===== src/hw/sfl_pkg.sv =====
// Constants shared by the sensor fault and indicator LED block
package sfl_pkg;

  // ----------------------------------------------------------------
  // Bus geometry and register offsets (byte addresses)
  // ----------------------------------------------------------------
  localparam int ADDR_W = 8;
  localparam int DATA_W = 32;
  localparam logic [ADDR_W-1:0] OFS_CTRL = 8'h00;
  localparam logic [ADDR_W-1:0] OFS_STATUS = 8'h04;
  localparam logic [ADDR_W-1:0] OFS_IRQ_STAT = 8'h08;
  localparam logic [ADDR_W-1:0] OFS_IRQ_MASK = 8'h0C;
  localparam logic [ADDR_W-1:0] OFS_EXC_CUR = 8'h10;
  localparam logic [ADDR_W-1:0] OFS_RREF = 8'h14;
  localparam logic [ADDR_W-1:0] OFS_TREF = 8'h18;
  localparam logic [ADDR_W-1:0] OFS_COEF1 = 8'h1C; // Orders 1..6 follow
  localparam int NUM_COEF = 6;

  // ----------------------------------------------------------------
  // Field positions
  // ----------------------------------------------------------------
  localparam int CTRL_SW_EN_BIT = 0;
  localparam int EV_SHORT_BIT = 0;
  localparam int EV_OPEN_BIT = 1;
  localparam int EV_OVERCUR_BIT = 2;
  localparam int EV_OVERTEMP_BIT = 3;
  localparam int NUM_EV = 4;
  localparam int ST_ENABLED_BIT = 4;
  localparam int ST_ERRCODE_LSB = 8;
  localparam int ST_STATCODE_LSB = 12;

  // ----------------------------------------------------------------
  // Reset values
  // ----------------------------------------------------------------
  localparam logic CTRL_SW_EN_RST = 1'b1;
  localparam logic [NUM_EV-1:0] IRQ_MASK_RST = 4'h0;
  localparam int EXC_W = 13;
  localparam logic [EXC_W-1:0] EXC_CUR_RST_UA = 13'h03E8; // 1000 uA
  localparam logic [EXC_W-1:0] EXC_CUR_MIN_UA = 13'h0064; // 100 uA
  localparam logic [EXC_W-1:0] EXC_CUR_MAX_UA = 13'h0FA0; // 4000 uA
  // Reference resistance in milliohm: 1000 ohm platinum
  localparam logic [31:0] RREF_RST_MOHM = 32'h000F_4240;
  // Reference temperature in 0.01 degC
  localparam logic [31:0] TREF_RST = 32'h0000_0000;
  // Coefficients scaled by 1e11: 3.9083e-3 and -5.775e-7
  localparam logic [31:0] COEF1_RST = 32'h174B_AD30;
  localparam logic [31:0] COEF2_RST = 32'hFFFF_1E5A;
  localparam logic [31:0] COEF_HI_RST = 32'h0000_0000;

  // ----------------------------------------------------------------
  // Sensor voltage limits (mV) and temperature band (0.01 degC)
  // ----------------------------------------------------------------
  localparam int SENS_W = 12;
  localparam logic [SENS_W-1:0] SENS_MIN_MV = 12'h050; // 0.08 V
  localparam logic [SENS_W-1:0] SENS_MAX_MV = 12'h8FC; // 2.30 V
  localparam int TEMP_W = 16;
  localparam logic [TEMP_W:0] TEMP_BAND = 17'h00064; // 1 degC

  // ----------------------------------------------------------------
  // Indicator codes and timing
  // ----------------------------------------------------------------
  localparam logic [2:0] LED_OFF = 3'h0;
  localparam logic [2:0] LED_STEADY = 3'h4;
  localparam int CLK_KHZ = 125000;
  localparam int FLASH_ON_MS = 200;
  localparam int FLASH_GAP_MS = 300;
  localparam int GROUP_PAUSE_MS = 1500;
  localparam int FLASH_ON_CYC = FLASH_ON_MS * CLK_KHZ;
  localparam int FLASH_GAP_CYC = FLASH_GAP_MS * CLK_KHZ;
  localparam int GROUP_PAUSE_CYC = GROUP_PAUSE_MS * CLK_KHZ;

  typedef enum logic [1:0] {
    SFL_IDLE,
    SFL_ON,
    SFL_GAP,
    SFL_PAUSE
  } sfl_flash_e;

endpackage


===== src/hw/sfl_flasher.sv =====
// Flash-count pattern generator for one indicator LED
`timescale 1ns/1ps
`default_nettype none
module sfl_flasher #(
  parameter int ON_CYC = sfl_pkg::FLASH_ON_CYC,
  parameter int GAP_CYC = sfl_pkg::FLASH_GAP_CYC,
  parameter int PAUSE_CYC = sfl_pkg::GROUP_PAUSE_CYC
) (
  input wire logic core_clk,
  input wire logic reset,
  input wire logic [2:0] code,
  output logic led
);
  import sfl_pkg::*;

  sfl_flash_e state_reg;
  logic [31:0] cnt_reg;
  logic [2:0] left_reg;
  logic [2:0] code_reg;

  // ----------------------------------------------------------------
  // Sequencer
  // ----------------------------------------------------------------
  // A code change restarts the group so a new pattern is never mixed
  // with the tail of the old one
  always_ff @(posedge core_clk or posedge reset) begin
    if (reset) begin
      state_reg <= SFL_IDLE;
      cnt_reg <= 32'h0000_0000;
      left_reg <= 3'h0;
      code_reg <= 3'h0;
    end else begin
      code_reg <= code;
      if (code != code_reg || code == LED_OFF || code == LED_STEADY) begin
        state_reg <= SFL_IDLE;
        cnt_reg <= 32'h0000_0000;
        left_reg <= 3'h0;
      end else begin
        unique case (state_reg)
          SFL_IDLE: begin
            state_reg <= SFL_ON;
            cnt_reg <= 32'(ON_CYC - 1);
            left_reg <= code - 3'h1;
          end
          SFL_ON: begin
            if (cnt_reg != 32'h0000_0000) begin
              cnt_reg <= cnt_reg - 32'h0000_0001;
            end else if (left_reg != 3'h0) begin
              state_reg <= SFL_GAP;
              cnt_reg <= 32'(GAP_CYC - 1);
            end else begin
              state_reg <= SFL_PAUSE;
              cnt_reg <= 32'(PAUSE_CYC - 1);
            end
          end
          SFL_GAP: begin
            if (cnt_reg != 32'h0000_0000) begin
              cnt_reg <= cnt_reg - 32'h0000_0001;
            end else begin
              state_reg <= SFL_ON;
              cnt_reg <= 32'(ON_CYC - 1);
              left_reg <= left_reg - 3'h1;
            end
          end
          SFL_PAUSE: begin
            if (cnt_reg != 32'h0000_0000) begin
              cnt_reg <= cnt_reg - 32'h0000_0001;
            end else begin
              state_reg <= SFL_IDLE;
            end
          end
        endcase
      end
    end
  end

  // Registered LED drive
  always_ff @(posedge core_clk or posedge reset) begin
    if (reset) begin
      led <= 1'b0;
    end else begin
      led <= (code == LED_STEADY) ||
             (code == code_reg && code != LED_OFF && state_reg == SFL_ON);
    end
  end

endmodule
`default_nettype wire


===== src/hw/sfl_top.sv =====
// Sensor supervision, fault and status LED indication, sensor settings
//
// The implementer's own choices: the placing of the registers and the address-and-strobe port.
`timescale 1ns/1ps
`default_nettype none
module sfl_top #(
  parameter int ON_CYC = sfl_pkg::FLASH_ON_CYC,
  parameter int GAP_CYC = sfl_pkg::FLASH_GAP_CYC,
  parameter int PAUSE_CYC = sfl_pkg::GROUP_PAUSE_CYC
) (
  input wire logic core_clk,
  input wire logic reset,
  // Register port
  input wire logic [sfl_pkg::ADDR_W-1:0] reg_addr,
  input wire logic [sfl_pkg::DATA_W-1:0] reg_wdata,
  input wire logic reg_wr,
  input wire logic reg_rd,
  output logic [sfl_pkg::DATA_W-1:0] reg_rdata,
  output logic irq,
  // Sensor and control loop, same clock
  input wire logic [sfl_pkg::SENS_W-1:0] sens_mv,
  input wire logic sens_valid,
  input wire logic signed [sfl_pkg::TEMP_W-1:0] temp_meas,
  input wire logic signed [sfl_pkg::TEMP_W-1:0] temp_setpoint,
  // Asynchronous pins
  input wire logic hw_enable,
  input wire logic overcur_pin,
  input wire logic overtemp_pin,
  // Indicators and settings
  output logic err_led,
  output logic stat_led,
  output logic [sfl_pkg::EXC_W-1:0] exc_cur_ua,
  output logic [31:0] cfg_rref,
  output logic [31:0] cfg_tref,
  output logic [sfl_pkg::NUM_COEF*32-1:0] cfg_coef
);
  import sfl_pkg::*;

  // ----------------------------------------------------------------
  // Helper functions
  // ----------------------------------------------------------------
  // Excitation current is limited to its adjustable range
  function automatic logic [EXC_W-1:0] clamp_cur(input logic [31:0] v);
    logic [EXC_W-1:0] r;
    r = EXC_W'(v);
    if (v > 32'(EXC_CUR_MAX_UA)) begin
      r = EXC_CUR_MAX_UA;
    end else if (v < 32'(EXC_CUR_MIN_UA)) begin
      r = EXC_CUR_MIN_UA;
    end
    return r;
  endfunction

  function automatic logic is_wr(input logic wr,
                                 input logic [ADDR_W-1:0] a,
                                 input logic [ADDR_W-1:0] ofs);
    return wr && (a == ofs);
  endfunction

  // ----------------------------------------------------------------
  // Declarations
  // ----------------------------------------------------------------
  logic [1:0] en_sync_reg;
  logic [2:0] oc_sync_reg;
  logic [2:0] ot_sync_reg;
  logic en_pin;
  logic oc_lvl;
  logic ot_lvl;
  logic sw_en_reg;
  logic enabled;
  logic short_reg;
  logic open_reg;
  logic short_next;
  logic open_next;
  logic [NUM_EV-1:0] ev;
  logic [NUM_EV-1:0] irq_stat_reg;
  logic [NUM_EV-1:0] irq_mask_reg;
  logic [NUM_EV-1:0] w1c;
  logic [EXC_W-1:0] exc_reg;
  logic [31:0] rref_reg;
  logic [31:0] tref_reg;
  logic [31:0] coef_reg [NUM_COEF];
  logic signed [TEMP_W:0] temp_diff;
  logic [2:0] err_code;
  logic [2:0] stat_code;
  logic [31:0] status_word;
  logic [31:0] rd_mux;

  // ----------------------------------------------------------------
  // Pin synchronisers
  // ----------------------------------------------------------------
  // Two flops before use; on the two fault pins a third holds the previous level for edges
  always_ff @(posedge core_clk or posedge reset) begin
    if (reset) begin
      en_sync_reg <= 2'h0;
      oc_sync_reg <= 3'h0;
      ot_sync_reg <= 3'h0;
    end else begin
      en_sync_reg <= {en_sync_reg[0], hw_enable};
      oc_sync_reg <= {oc_sync_reg[1:0], overcur_pin};
      ot_sync_reg <= {ot_sync_reg[1:0], overtemp_pin};
    end
  end

  assign en_pin = en_sync_reg[1];
  assign oc_lvl = oc_sync_reg[1];
  assign ot_lvl = ot_sync_reg[1];

  // Both the pin and the software bit must be active; the pin stays a
  // safety gate even when software runs the controller
  assign enabled = en_pin && sw_en_reg;

  // ----------------------------------------------------------------
  // Sensor voltage supervision
  // ----------------------------------------------------------------
  always_comb begin
    short_next = short_reg;
    open_next = open_reg;
    if (sens_valid) begin
      short_next = sens_mv < SENS_MIN_MV;
      open_next = sens_mv > SENS_MAX_MV;
    end
  end

  // Fault levels follow the latest sample, so a repaired sensor clears
  always_ff @(posedge core_clk or posedge reset) begin
    if (reset) begin
      short_reg <= 1'b0;
      open_reg <= 1'b0;
    end else begin
      short_reg <= short_next;
      open_reg <= open_next;
    end
  end

  // ----------------------------------------------------------------
  // Interrupt status and mask
  // ----------------------------------------------------------------
  assign ev[EV_SHORT_BIT] = short_next && !short_reg;
  assign ev[EV_OPEN_BIT] = open_next && !open_reg;
  assign ev[EV_OVERCUR_BIT] = oc_lvl && !oc_sync_reg[2];
  assign ev[EV_OVERTEMP_BIT] = ot_lvl && !ot_sync_reg[2];
  assign w1c = is_wr(reg_wr, reg_addr, OFS_IRQ_STAT) ?
               reg_wdata[NUM_EV-1:0] : 4'h0;

  // A new event in the clearing cycle survives the clear
  always_ff @(posedge core_clk or posedge reset) begin
    if (reset) begin
      irq_stat_reg <= 4'h0;
    end else begin
      irq_stat_reg <= (irq_stat_reg & ~w1c) | ev;
    end
  end

  always_ff @(posedge core_clk or posedge reset) begin
    if (reset) begin
      irq <= 1'b0;
    end else begin
      irq <= |(((irq_stat_reg & ~w1c) | ev) & irq_mask_reg);
    end
  end

  // ----------------------------------------------------------------
  // Control and mask registers
  // ----------------------------------------------------------------
  always_ff @(posedge core_clk or posedge reset) begin
    if (reset) begin
      sw_en_reg <= CTRL_SW_EN_RST;
      irq_mask_reg <= IRQ_MASK_RST;
    end else begin
      if (is_wr(reg_wr, reg_addr, OFS_CTRL)) begin
        sw_en_reg <= reg_wdata[CTRL_SW_EN_BIT];
      end
      if (is_wr(reg_wr, reg_addr, OFS_IRQ_MASK)) begin
        irq_mask_reg <= reg_wdata[NUM_EV-1:0];
      end
    end
  end

  // ----------------------------------------------------------------
  // Sensor settings
  // ----------------------------------------------------------------
  // clamped current, 1 mA default
  always_ff @(posedge core_clk or posedge reset) begin
    if (reset) begin
      exc_reg <= EXC_CUR_RST_UA;
    end else if (is_wr(reg_wr, reg_addr, OFS_EXC_CUR)) begin
      exc_reg <= clamp_cur(reg_wdata);
    end
  end

  always_ff @(posedge core_clk or posedge reset) begin
    if (reset) begin
      rref_reg <= RREF_RST_MOHM;
      tref_reg <= TREF_RST;
    end else begin
      if (is_wr(reg_wr, reg_addr, OFS_RREF)) begin
        rref_reg <= reg_wdata;
      end
      if (is_wr(reg_wr, reg_addr, OFS_TREF)) begin
        tref_reg <= reg_wdata;
      end
    end
  end

  // Coefficients are stored as given; shape
  // are left to the configuring software, no hardware guards them
  always_ff @(posedge core_clk or posedge reset) begin
    if (reset) begin
      coef_reg[0] <= COEF1_RST;
      coef_reg[1] <= COEF2_RST;
      for (int i = 2; i < NUM_COEF; i++) begin
        coef_reg[i] <= COEF_HI_RST;
      end
    end else begin
      for (int i = 0; i < NUM_COEF; i++) begin
        if (is_wr(reg_wr, reg_addr, ADDR_W'(OFS_COEF1 + 4 * i))) begin
          coef_reg[i] <= reg_wdata;
        end
      end
    end
  end

  assign exc_cur_ua = exc_reg;
  assign cfg_rref = rref_reg;
  assign cfg_tref = tref_reg;

  always_comb begin
    for (int i = 0; i < NUM_COEF; i++) begin
      cfg_coef[i*32 +: 32] = coef_reg[i];
    end
  end

  // ----------------------------------------------------------------
  // Indicator codes
  // ----------------------------------------------------------------
  // Sensor error wins over the power-stage faults: with no valid
  // temperature the other reports are of little use
  always_comb begin
    err_code = LED_OFF;
    if (short_reg || open_reg) begin
      err_code = 3'h1;
    end else if (oc_lvl) begin
      err_code = 3'h2;
    end else if (ot_lvl) begin
      err_code = 3'h3;
    end
  end

  assign temp_diff = (TEMP_W+1)'(temp_meas) - (TEMP_W+1)'(temp_setpoint);

  always_comb begin
    stat_code = LED_OFF;
    if (!enabled) begin
      stat_code = LED_OFF;
    end else if (temp_diff <= $signed(TEMP_BAND) &&
                 temp_diff >= -$signed(TEMP_BAND)) begin
      stat_code = LED_STEADY;
    end else if (temp_diff < 0) begin
      stat_code = 3'h1;
    end else begin
      stat_code = 3'h2;
    end
  end

  sfl_flasher #(
    .ON_CYC(ON_CYC),
    .GAP_CYC(GAP_CYC),
    .PAUSE_CYC(PAUSE_CYC)
  ) u_err_flash (
    .core_clk(core_clk),
    .reset(reset),
    .code(err_code),
    .led(err_led)
  );

  sfl_flasher #(
    .ON_CYC(ON_CYC),
    .GAP_CYC(GAP_CYC),
    .PAUSE_CYC(PAUSE_CYC)
  ) u_stat_flash (
    .core_clk(core_clk),
    .reset(reset),
    .code(stat_code),
    .led(stat_led)
  );

  // ----------------------------------------------------------------
  // Read path
  // ----------------------------------------------------------------
  always_comb begin
    status_word = 32'h0000_0000;
    status_word[EV_SHORT_BIT] = short_reg;
    status_word[EV_OPEN_BIT] = open_reg;
    status_word[EV_OVERCUR_BIT] = oc_lvl;
    status_word[EV_OVERTEMP_BIT] = ot_lvl;
    status_word[ST_ENABLED_BIT] = enabled;
    status_word[ST_ERRCODE_LSB +: 3] = err_code;
    status_word[ST_STATCODE_LSB +: 3] = stat_code;
  end

  // Unmapped addresses read as zero
  always_comb begin
    rd_mux = 32'h0000_0000;
    unique case (reg_addr)
      OFS_CTRL: rd_mux = {31'h0000_0000, sw_en_reg};
      OFS_STATUS: rd_mux = status_word;
      OFS_IRQ_STAT: rd_mux = {28'h000_0000, irq_stat_reg};
      OFS_IRQ_MASK: rd_mux = {28'h000_0000, irq_mask_reg};
      OFS_EXC_CUR: rd_mux = {19'h0_0000, exc_reg};
      OFS_RREF: rd_mux = rref_reg;
      OFS_TREF: rd_mux = tref_reg;
      default: begin
        for (int i = 0; i < NUM_COEF; i++) begin
          if (reg_addr == ADDR_W'(OFS_COEF1 + 4 * i)) begin
            rd_mux = coef_reg[i];
          end
        end
      end
    endcase
  end

  // Read data stand only in the cycle after the strobe
  always_ff @(posedge core_clk or posedge reset) begin
    if (reset) begin
      reg_rdata <= 32'h0000_0000;
    end else if (reg_rd) begin
      reg_rdata <= rd_mux;
    end else begin
      reg_rdata <= 32'h0000_0000;
    end
  end

endmodule
`default_nettype wire


===== config.mk =====
export PLATFORM = sky130hd
export DESIGN_NAME = sfl_top
export DESIGN_NICKNAME = d
export VERILOG_FILES = /design/src/hw/sfl_pkg.sv /design/src/hw/sfl_flasher.sv /design/src/hw/sfl_top.sv
export SDC_FILE = /design/constraint.sdc
export NUM_CORES = 1
export LEC_CHECK = 0
export ABC_AREA = 1
export BUFFER_PORTS_ARGS = -buffer_cell sky130_fd_sc_hd__buf_2
export CAP_MARGIN = 20
export CORE_ASPECT_RATIO = 0.75
export CORE_MARGIN = 1.5
export CORE_UTILIZATION = 60
export CTS_CLUSTER_SIZE = 8
export DETAILED_ROUTE_END_ITERATION = 12
export GPL_ROUTABILITY_DRIVEN = 0
export PLACE_DENSITY = 0.84
export SYNTH_ARGS = -nofsm -noshare
export SYNTH_HDL_FRONTEND = slang
export SYNTH_SLANG_ARGS = --single-unit

===== constraint.sdc =====
create_clock -name core_clk -period 39.6 [get_ports core_clk]
set_input_delay 9.9 -clock core_clk [delete_from_list [all_inputs] [get_ports core_clk]]
set_output_delay 9.9 -clock core_clk [all_outputs]
set_load 0.03 [all_outputs]

==> run summary, run 1 <==
Status -> finished, final reports clean
Worst-path clk slew -> 0.05 ns
Initial antenna violation count -> 5
Cells after DPL -> 3,169
CP required -> 40.10 ns
Slew margin rel. -> 0.279
Routed WL per cell -> 21.7 um
Post-synth top cells -> nand2_1 (569), dfrtp_1 (349), o21ai_0 (348)
Fillcell total -> 2,393
Ports -> 396
Synth warn -> 0
Count leader, synth -> nand2_1
Crit-path max FO -> 11
Cell Area, Synth -> 20,000 um^2
Total negative slack -> 0 ns
Final core utilization -> 0.737
Detailed-route via count -> 20,500
Die width -> 214 um
Setup WS pre-CTS -> 26.77 ns
CTS tree -> done
Unrepaired setup endpoints after global routing -> no
CTS max path bufs -> 3
Largest net degree at the start of global routing -> 123
DRC viols -> 0
Post-route ant nets -> 0
Register area share after synthesis -> 0.506
NumNets Final -> 2,906
Post-Syn Nets -> 2,539
Crit-path slowest cell -> nor2_1
Num CTS Buffers -> 56
Final hold vios -> 0
Vert. Die Dim -> 161 um
Max reg flops -> 192
Post-DP HPWL -> 49.9 mm
Predominant post-synthesis flop cell -> dfrtp_1
Final WS setup -> 27.12 ns
Setup crit end kind -> flop
Clock network power share -> 0.407
Vias per Instance -> 6.23
Layout cells sized above 1 -> 0.220
GRT Util Overall -> 0.410
Total grt overflow -> 0
Synth area leaders -> dfrtp_1 (44%), nand2_1 (11%), o21ai_0 (8.7%), dfstp_2 (7.0%), inv_1 (4.2%)
Period Utilization, post-route -> 0.315
Post-synth top area cell -> dfrtp_1
Pint -> 759 uW
Clock sinks -> 402
Synth Instances -> 2,424
CTS resizes -> 0
Final WL -> 71.3 mm
NetSw -> 355 uW
Initial Util -> 0.614
Worst path cell trace -> buf_2 > nor2_1 > inv_1 > nor2_1 > nand2_1 > nor2_1 > nand2_1 > nor4_1 > nand3_1 > o21ai_0
Post-synthesis register bit count -> 402
P&R area growth vs syn -> 20.1%
Core area -> 32,600 um^2
Root buf cell -> clkbuf_16
Synth unique cells -> 57
Die footprint -> 34,400 um^2
Post-Syn Area per Cell -> 8.25 um^2
Max-cap violations -> 0
Sequential power share -> 0.411
Type of the worst setup path -> in2reg
Crit-path most repeated cell -> nor2_1
Async set or reset register ratio after synthesis -> 1.00
Static Leak -> 0.0126 uW
Sw Share -> 0.319
Yosys top cell area share -> 0.437
H-tree depth -> 2
Startpoint Class -> input port
Hold Buf Count CTS -> 0
Slew @ Worst Pin -> 1.08 ns
Via count of the first global-routing pass -> 19,200
Worst path max stage delay -> 0.78 ns
Post-synth EDFFs -> 0
Non-filler cells in the finished layout -> 3,284
Postcts setup bufs -> 0
Clock Skew -> 0.0393 ns
Global-route wire length before repair -> 109 mm
Pwr/cell area -> 46.4 nW/um^2
Detailed Route Iter0 Violations -> 3,560
Port Buffer Count -> 395
Max Fclk -> 80.1 MHz
Worst vdd ir -> 0.0000356 V
Final Max Slew Viols -> 0
Worst Hold Class -> reg2reg
Clock period minus worst slack -> 12.48 ns
Logic gate share of total power -> 0.182
Skew-Pair Late Insertion Delay -> 0.62 ns
FP Rows -> 57
Hold_ws -> 0.353 ns
Setup violations, final -> 0
First drt pass iteration count -> 8
Arr. time, crit path -> 12.98 ns
-- placed cells by master (no fill, tap or decap), types with 31 or more instances in the layout --
cell type | netlist | routed
nor2_1 | 202 | 196
a21oi_1 | 110 | 110
dfrtp_1 | 349 | 349
a221oi_1 | 46 | 46
inv_1 | 223 | 222
nand2_1 | 569 | 561
nand3_1 | 93 | 93
xor2_1 | 33 | 33
clkbuf_1 | 95 | 45
nor3_1 | 31 | 31
o21ai_0 | 348 | 348
dfstp_2 | 53 | 53
clkbuf_16 | 0 | 56
buf_2 | 2 | 395
-- through the flow --
stage / area (um^2) / power, uW
finish: 24000 / 1110
global route: 24000 / 1150
CTS: 23900 / 1110
detailed placement: 22200 / 658
global placement: 22200 / 651
floorplan: 20000 / 597
-- layout make-up --
type                            instances  area (um^2)  share of cell area
Sequential cell                       402        10100               0.422
Inverter                              249          950              0.0395
Antenna cell                            4         10.0            0.000417
Clock buffer                          101         1570              0.0654
Timing Repair Buffer                  416         2220              0.0923
Tap cell                              442          553              0.0230
Multi-Input combinational cell       1666         8510               0.354
Clock inverter                          4         83.8             0.00349
-- worst paths after layout --
check	end	depth (start not counted)	slack (ns)	start
min in group asynchronous	cfg_coef[126]$_DFFE_PP0P_	2	9.42	reset
worst min register to register	oc_sync_reg[1]$_DFF_PP0_	0	0.35	oc_sync_reg[0]$_DFF_PP0_
max in group asynchronous	cfg_coef[103]$_DFFE_PP0P_	3	28.58	reset
worst min-delay path	oc_sync_reg[1]$_DFF_PP0_	0	0.35	oc_sync_reg[0]$_DFF_PP0_
worst max register to register	u_stat_flash.cnt_reg[30]$_DFFE_PP0P_	10	35.92	u_stat_flash.cnt_reg[14]$_DFFE_PP0P_
worst max-delay path	exc_cur_ua[0]$_DFFE_PP0P_	10	27.12	reg_addr[0]
-- power groups by stage --
stage | combinational, uW | sequential (uW) | clock (uW)
2_1_floorplan | 112 | 486 | 0
5_1_grt | 220 | 459 | 470
6_report | 203 | 458 | 453
3_5_place_dp | 196 | 462 | 0
3_3_place_gp | 190 | 462 | 0
4_1_cts | 198 | 456 | 452
-- worst max-delay path, delay by kind of cell --
| family | cells | cell delay (ns) |
|---|---|---|
| compound gates | 1 | 0.24 |
| buf+inv | 2 | 0.19 |
| simple gates | 7 | 2.64 |
-- routing by layer --
| metal | vias to the layer above | global-route usage | routed length (um) |
|---|---|---|---|
| met5 | - | 0 | 0 |
| li1 | 8826 | - | - |
| met4 | 0 | 0.187 | 3700 |
| met1 | 9657 | 0.558 | 26000 |
| met2 | 1695 | 0.604 | 31100 |
| met3 | 280 | 0.126 | 10400 |
-- cell families (layout without fill, tap and decap cells) --
| kind of cell | after synthesis | in the layout | synth area share |
|---|---|---|---|
| simple gates | 1002 | 1002 | 0.216 |
| compound gates | 593 | 593 | 0.171 |
| flops | 402 | 402 | 0.506 |
| buf+inv | 356 | 770 | 0.0703 |
| xor+xnor | 48 | 48 | 0.0220 |
| fa+ha+maj | 23 | 23 | 0.0148 |
| other cells | 0 | 4 | 0 |
No activity file was read; power rests on OpenSTA's default activity.
==> run 2: changes to the inputs <==
--- a/config.mk
+++ b/config.mk
@@ -5,16 +5,16 @@
 export SDC_FILE = /design/constraint.sdc
 export NUM_CORES = 1
 export LEC_CHECK = 0
-export ABC_AREA = 1
+export ABC_AREA = 0
 export BUFFER_PORTS_ARGS = -buffer_cell sky130_fd_sc_hd__buf_2
 export CAP_MARGIN = 20
 export CORE_ASPECT_RATIO = 0.75
 export CORE_MARGIN = 1.5
-export CORE_UTILIZATION = 60
+export CORE_UTILIZATION = 50
 export CTS_CLUSTER_SIZE = 8
 export DETAILED_ROUTE_END_ITERATION = 12
 export GPL_ROUTABILITY_DRIVEN = 0
-export PLACE_DENSITY = 0.84
+export PLACE_DENSITY = 0.75
 export SYNTH_ARGS = -nofsm -noshare
 export SYNTH_HDL_FRONTEND = slang
 export SYNTH_SLANG_ARGS = --single-unit
==> constraint.sdc (replaced) <==
create_clock -name core_clk -period 10.49 [get_ports core_clk]
set_input_delay 2.6225 -clock core_clk [delete_from_list [all_inputs] [get_ports core_clk]]
set_output_delay 2.6225 -clock core_clk [all_outputs]
set_load 0.03 [all_outputs]
==> run summary, run 2 <==
NumNets Final -> 2,119
Global-route wire length before repair -> 91.9 mm
P&R area growth vs syn -> 22.5%
Largest net degree at the start of global routing -> 180
Compound-cell area share of the yosys netlist -> 0.133
Sw Share -> 0.271
Synth Area in XOR/XNOR -> 0.0255
Synth area leaders -> dfrtp_1 (46%), mux2_2 (16%), dfstp_2 (7.4%), a22oi_1 (2.2%), nand2_1 (1.9%)
Most frequent cells in the layout -> buf_2 (396), dfrtp_1 (349), mux2_2 (262), nand2_1 (89), nor2_1 (77)
Setup crit end kind -> flop
Vias per Instance -> 6.20
Sequential power share -> 0.432
Post-Syn Area per Cell -> 11.7 um^2
Detailed Route Iter0 Violations -> 1,574
Clock period minus worst slack -> 5.74 ns
Total negative slack -> 0 ns
Core area -> 37,200 um^2
Worst Hold Class -> reg2reg
Slew @ Worst Pin -> 1.08 ns
Max reg flops -> 192
Pwr Total -> 3910 uW
Final core utilization -> 0.623
Async set or reset register ratio after synthesis -> 1.00
Clock Skew -> 0.0288 ns
Skew-Pair Late Insertion Delay -> 0.57 ns
Final hold vios -> 0
Die footprint -> 39,000 um^2
Pint -> 2850 uW
H-tree depth -> 2
Yosys top cell area share -> 0.462
Logic gate share of total power -> 0.130
Crit-path max FO -> 3
Final Max Slew Viols -> 0
Root buf cell -> clkbuf_16
Total grt overflow -> 0
Pwr/cell area -> 169 nW/um^2
Synth Instances -> 1,615
CTS tree -> done
Clock network power share -> 0.438
First drt pass iteration count -> 6
Critical hold path startpoint -> oc_sync_reg[0]$_DFF_PP0_
Worst path cell trace -> buf_2 > inv_1 > ha_1 > fa_1 > nand2b_1 > a21oi_1 > o21ba_1 > o21a_1 > o2111ai_1 > or4_4 > nand2b_4 > and3_1 > mux2i_1 > ha_1 > nand2_1 > mux2i_1 > a2111oi_2
Final WL -> 61.5 mm
Via count of the first global-routing pass -> 15,500
Ports -> 396
Crit-path slowest cell -> or4_4
Detailed-route via count -> 15,800
Worst r2r src -> u_stat_flash.cnt_reg[26]$_DFFE_PP0P_
Routed WL per cell -> 24.1 um
Post-synth top area cell -> dfrtp_1
Period Utilization, post-route -> 0.547
Predominant post-synthesis flop cell -> dfrtp_1
Type of the worst setup path -> in2reg
Post-Syn Nets -> 1,730
Worst path max stage delay -> 0.55 ns
Slew margin rel. -> 0.279
Worst vdd ir -> 0.000127 V
Post-DP HPWL -> 40.7 mm
Share of synthesized cell area in full adder, half adder and majority cells -> 0.0156
Worst-path clk slew -> 0.05 ns
Max Fclk -> 174 MHz
Layout cells sized above 1 -> 0.411
Count leader, synth -> dfrtp_1
Fillcell total -> 2,901
Die width -> 227 um
Non-filler cells in the finished layout -> 2,552
Hold Buf Count CTS -> 0
CTS max path bufs -> 3
Status -> finished, final reports clean
CTS resizes -> 0
Antenna cells -> 0
Post-synth top cells -> dfrtp_1 (349), mux2_2 (262), nand2_1 (97)
Postcts setup bufs -> 0
Most common cell after layout, fill and taps aside -> buf_2
Initial antenna violation count -> 1
Post-synthesis mux area share -> 0.159
NetSw -> 1060 uW
Post-synthesis register bit count -> 402
Cells after DPL -> 2,447
Largest family of logic cells by synthesized area -> multiplexers
DRC viols -> 0
Vert. Die Dim -> 171 um
Max-cap violations -> 0
Post-route ant nets -> 0
Port Buffer Count -> 395
Post-synth EDFFs -> 0
Register area share after synthesis -> 0.536
GRT Util Overall -> 0.311
Static Leak -> 0.0119 uW
Synth warn -> 0
Cell Area, Synth -> 18,900 um^2
Unrepaired setup endpoints after global routing -> no
Setup violations, final -> 0
FP Rows -> 61
Initial Util -> 0.508
CP required -> 10.93 ns
Arr. time, crit path -> 6.18 ns
Startpoint Class -> input port
Synth unique cells -> 85
Num CTS Buffers -> 56
Clock sinks -> 402
Crit. Startpoint -> temp_meas[0]
Synth Area in Simple Gates -> 0.103
==> run 2: worst max-delay path: cells and delay by family <==
kind                       cells  cell delay (ns)
AOI/OAI and AO/OA              5             1.12
adders and majority gates      3             0.85
buffers and inverters          2             0.11
muxes                          2             0.31
and+or+nand+nor                5             1.16
==> run 2: stage by stage <==
| step | hold WS [ns] | setup WS [ns] | cell area, um^2 |
|---|---|---|---|
| final | 0.341 | 4.75 | 23100 |
| after global routing | 0.343 | 4.50 | 23100 |
| after CTS | 0.343 | 4.77 | 23100 |
| after detailed placement | 0.339 | 4.22 | 21400 |
| after global placement | 0.334 | 4.36 | 21400 |
| after floorplan | 0.331 | 2.50 | 18900 |
==> run 2: cell families (layout without fill, tap and decap cells) <==
kind of cell | count (synthesis) | count (layout)
muxes | 268 | 268
AOI/OAI and AO/OA | 355 | 355
adders and majority gates | 23 | 23
buffers and inverters | 130 | 563
and+or+nand+nor | 382 | 382
xor gates and xnor gates | 55 | 55
DFF | 402 | 402
==> run 2: final timing paths <==
kind	end	slack [ns]	depth (start not counted)
setup / recovery	u_stat_flash.left_reg[2]$_DFFE_PP0P_	4.75	17
hold / removal	oc_sync_reg[1]$_DFF_PP0_	0.34	0
setup reg to reg	u_stat_flash.cnt_reg[27]$_DFFE_PP0P_	7.12	6
hold reg to reg	oc_sync_reg[1]$_DFF_PP0_	0.34	0
max in group asynchronous	cfg_coef[108]$_DFFE_PP0P_	6.43	4
min in group asynchronous	u_stat_flash.cnt_reg[7]$_DFFE_PP0P_	2.15	2
==> run 2: area by class of cell <==
cell class	instances	area (um^2)	share of cell area
clock inverter	2	46.3	0.00200
inverter	37	143	0.00616
sequential	402	10100	0.438
clock buffer	100	1620	0.0700
timing repair buffer	424	2250	0.0972
multi-input combinational	1083	8330	0.360
tap	504	631	0.0272
==> run 2: layer usage <==
metal  vias to the layer above  wire [um]  GRT usage
met3                       176       6400     0.0977
met4                         0       2200      0.133
met5                         -          0          0
li1                       6815          -          -
met2                       894      28000      0.470
met1                      7929      24900      0.412
==> run 2: power groups by stage <==
| stage | Clock [uW] | Sequential [uW] | Combinational [uW] |
|---|---|---|---|
| 2_1_floorplan | 0 | 1800 | 243 |
| 3_3_place_gp | 0 | 1710 | 490 |
| 3_5_place_dp | 0 | 1710 | 502 |
| 4_1_cts | 1730 | 1690 | 504 |
| 5_1_grt | 1800 | 1700 | 549 |
| 6_report | 1710 | 1690 | 508 |
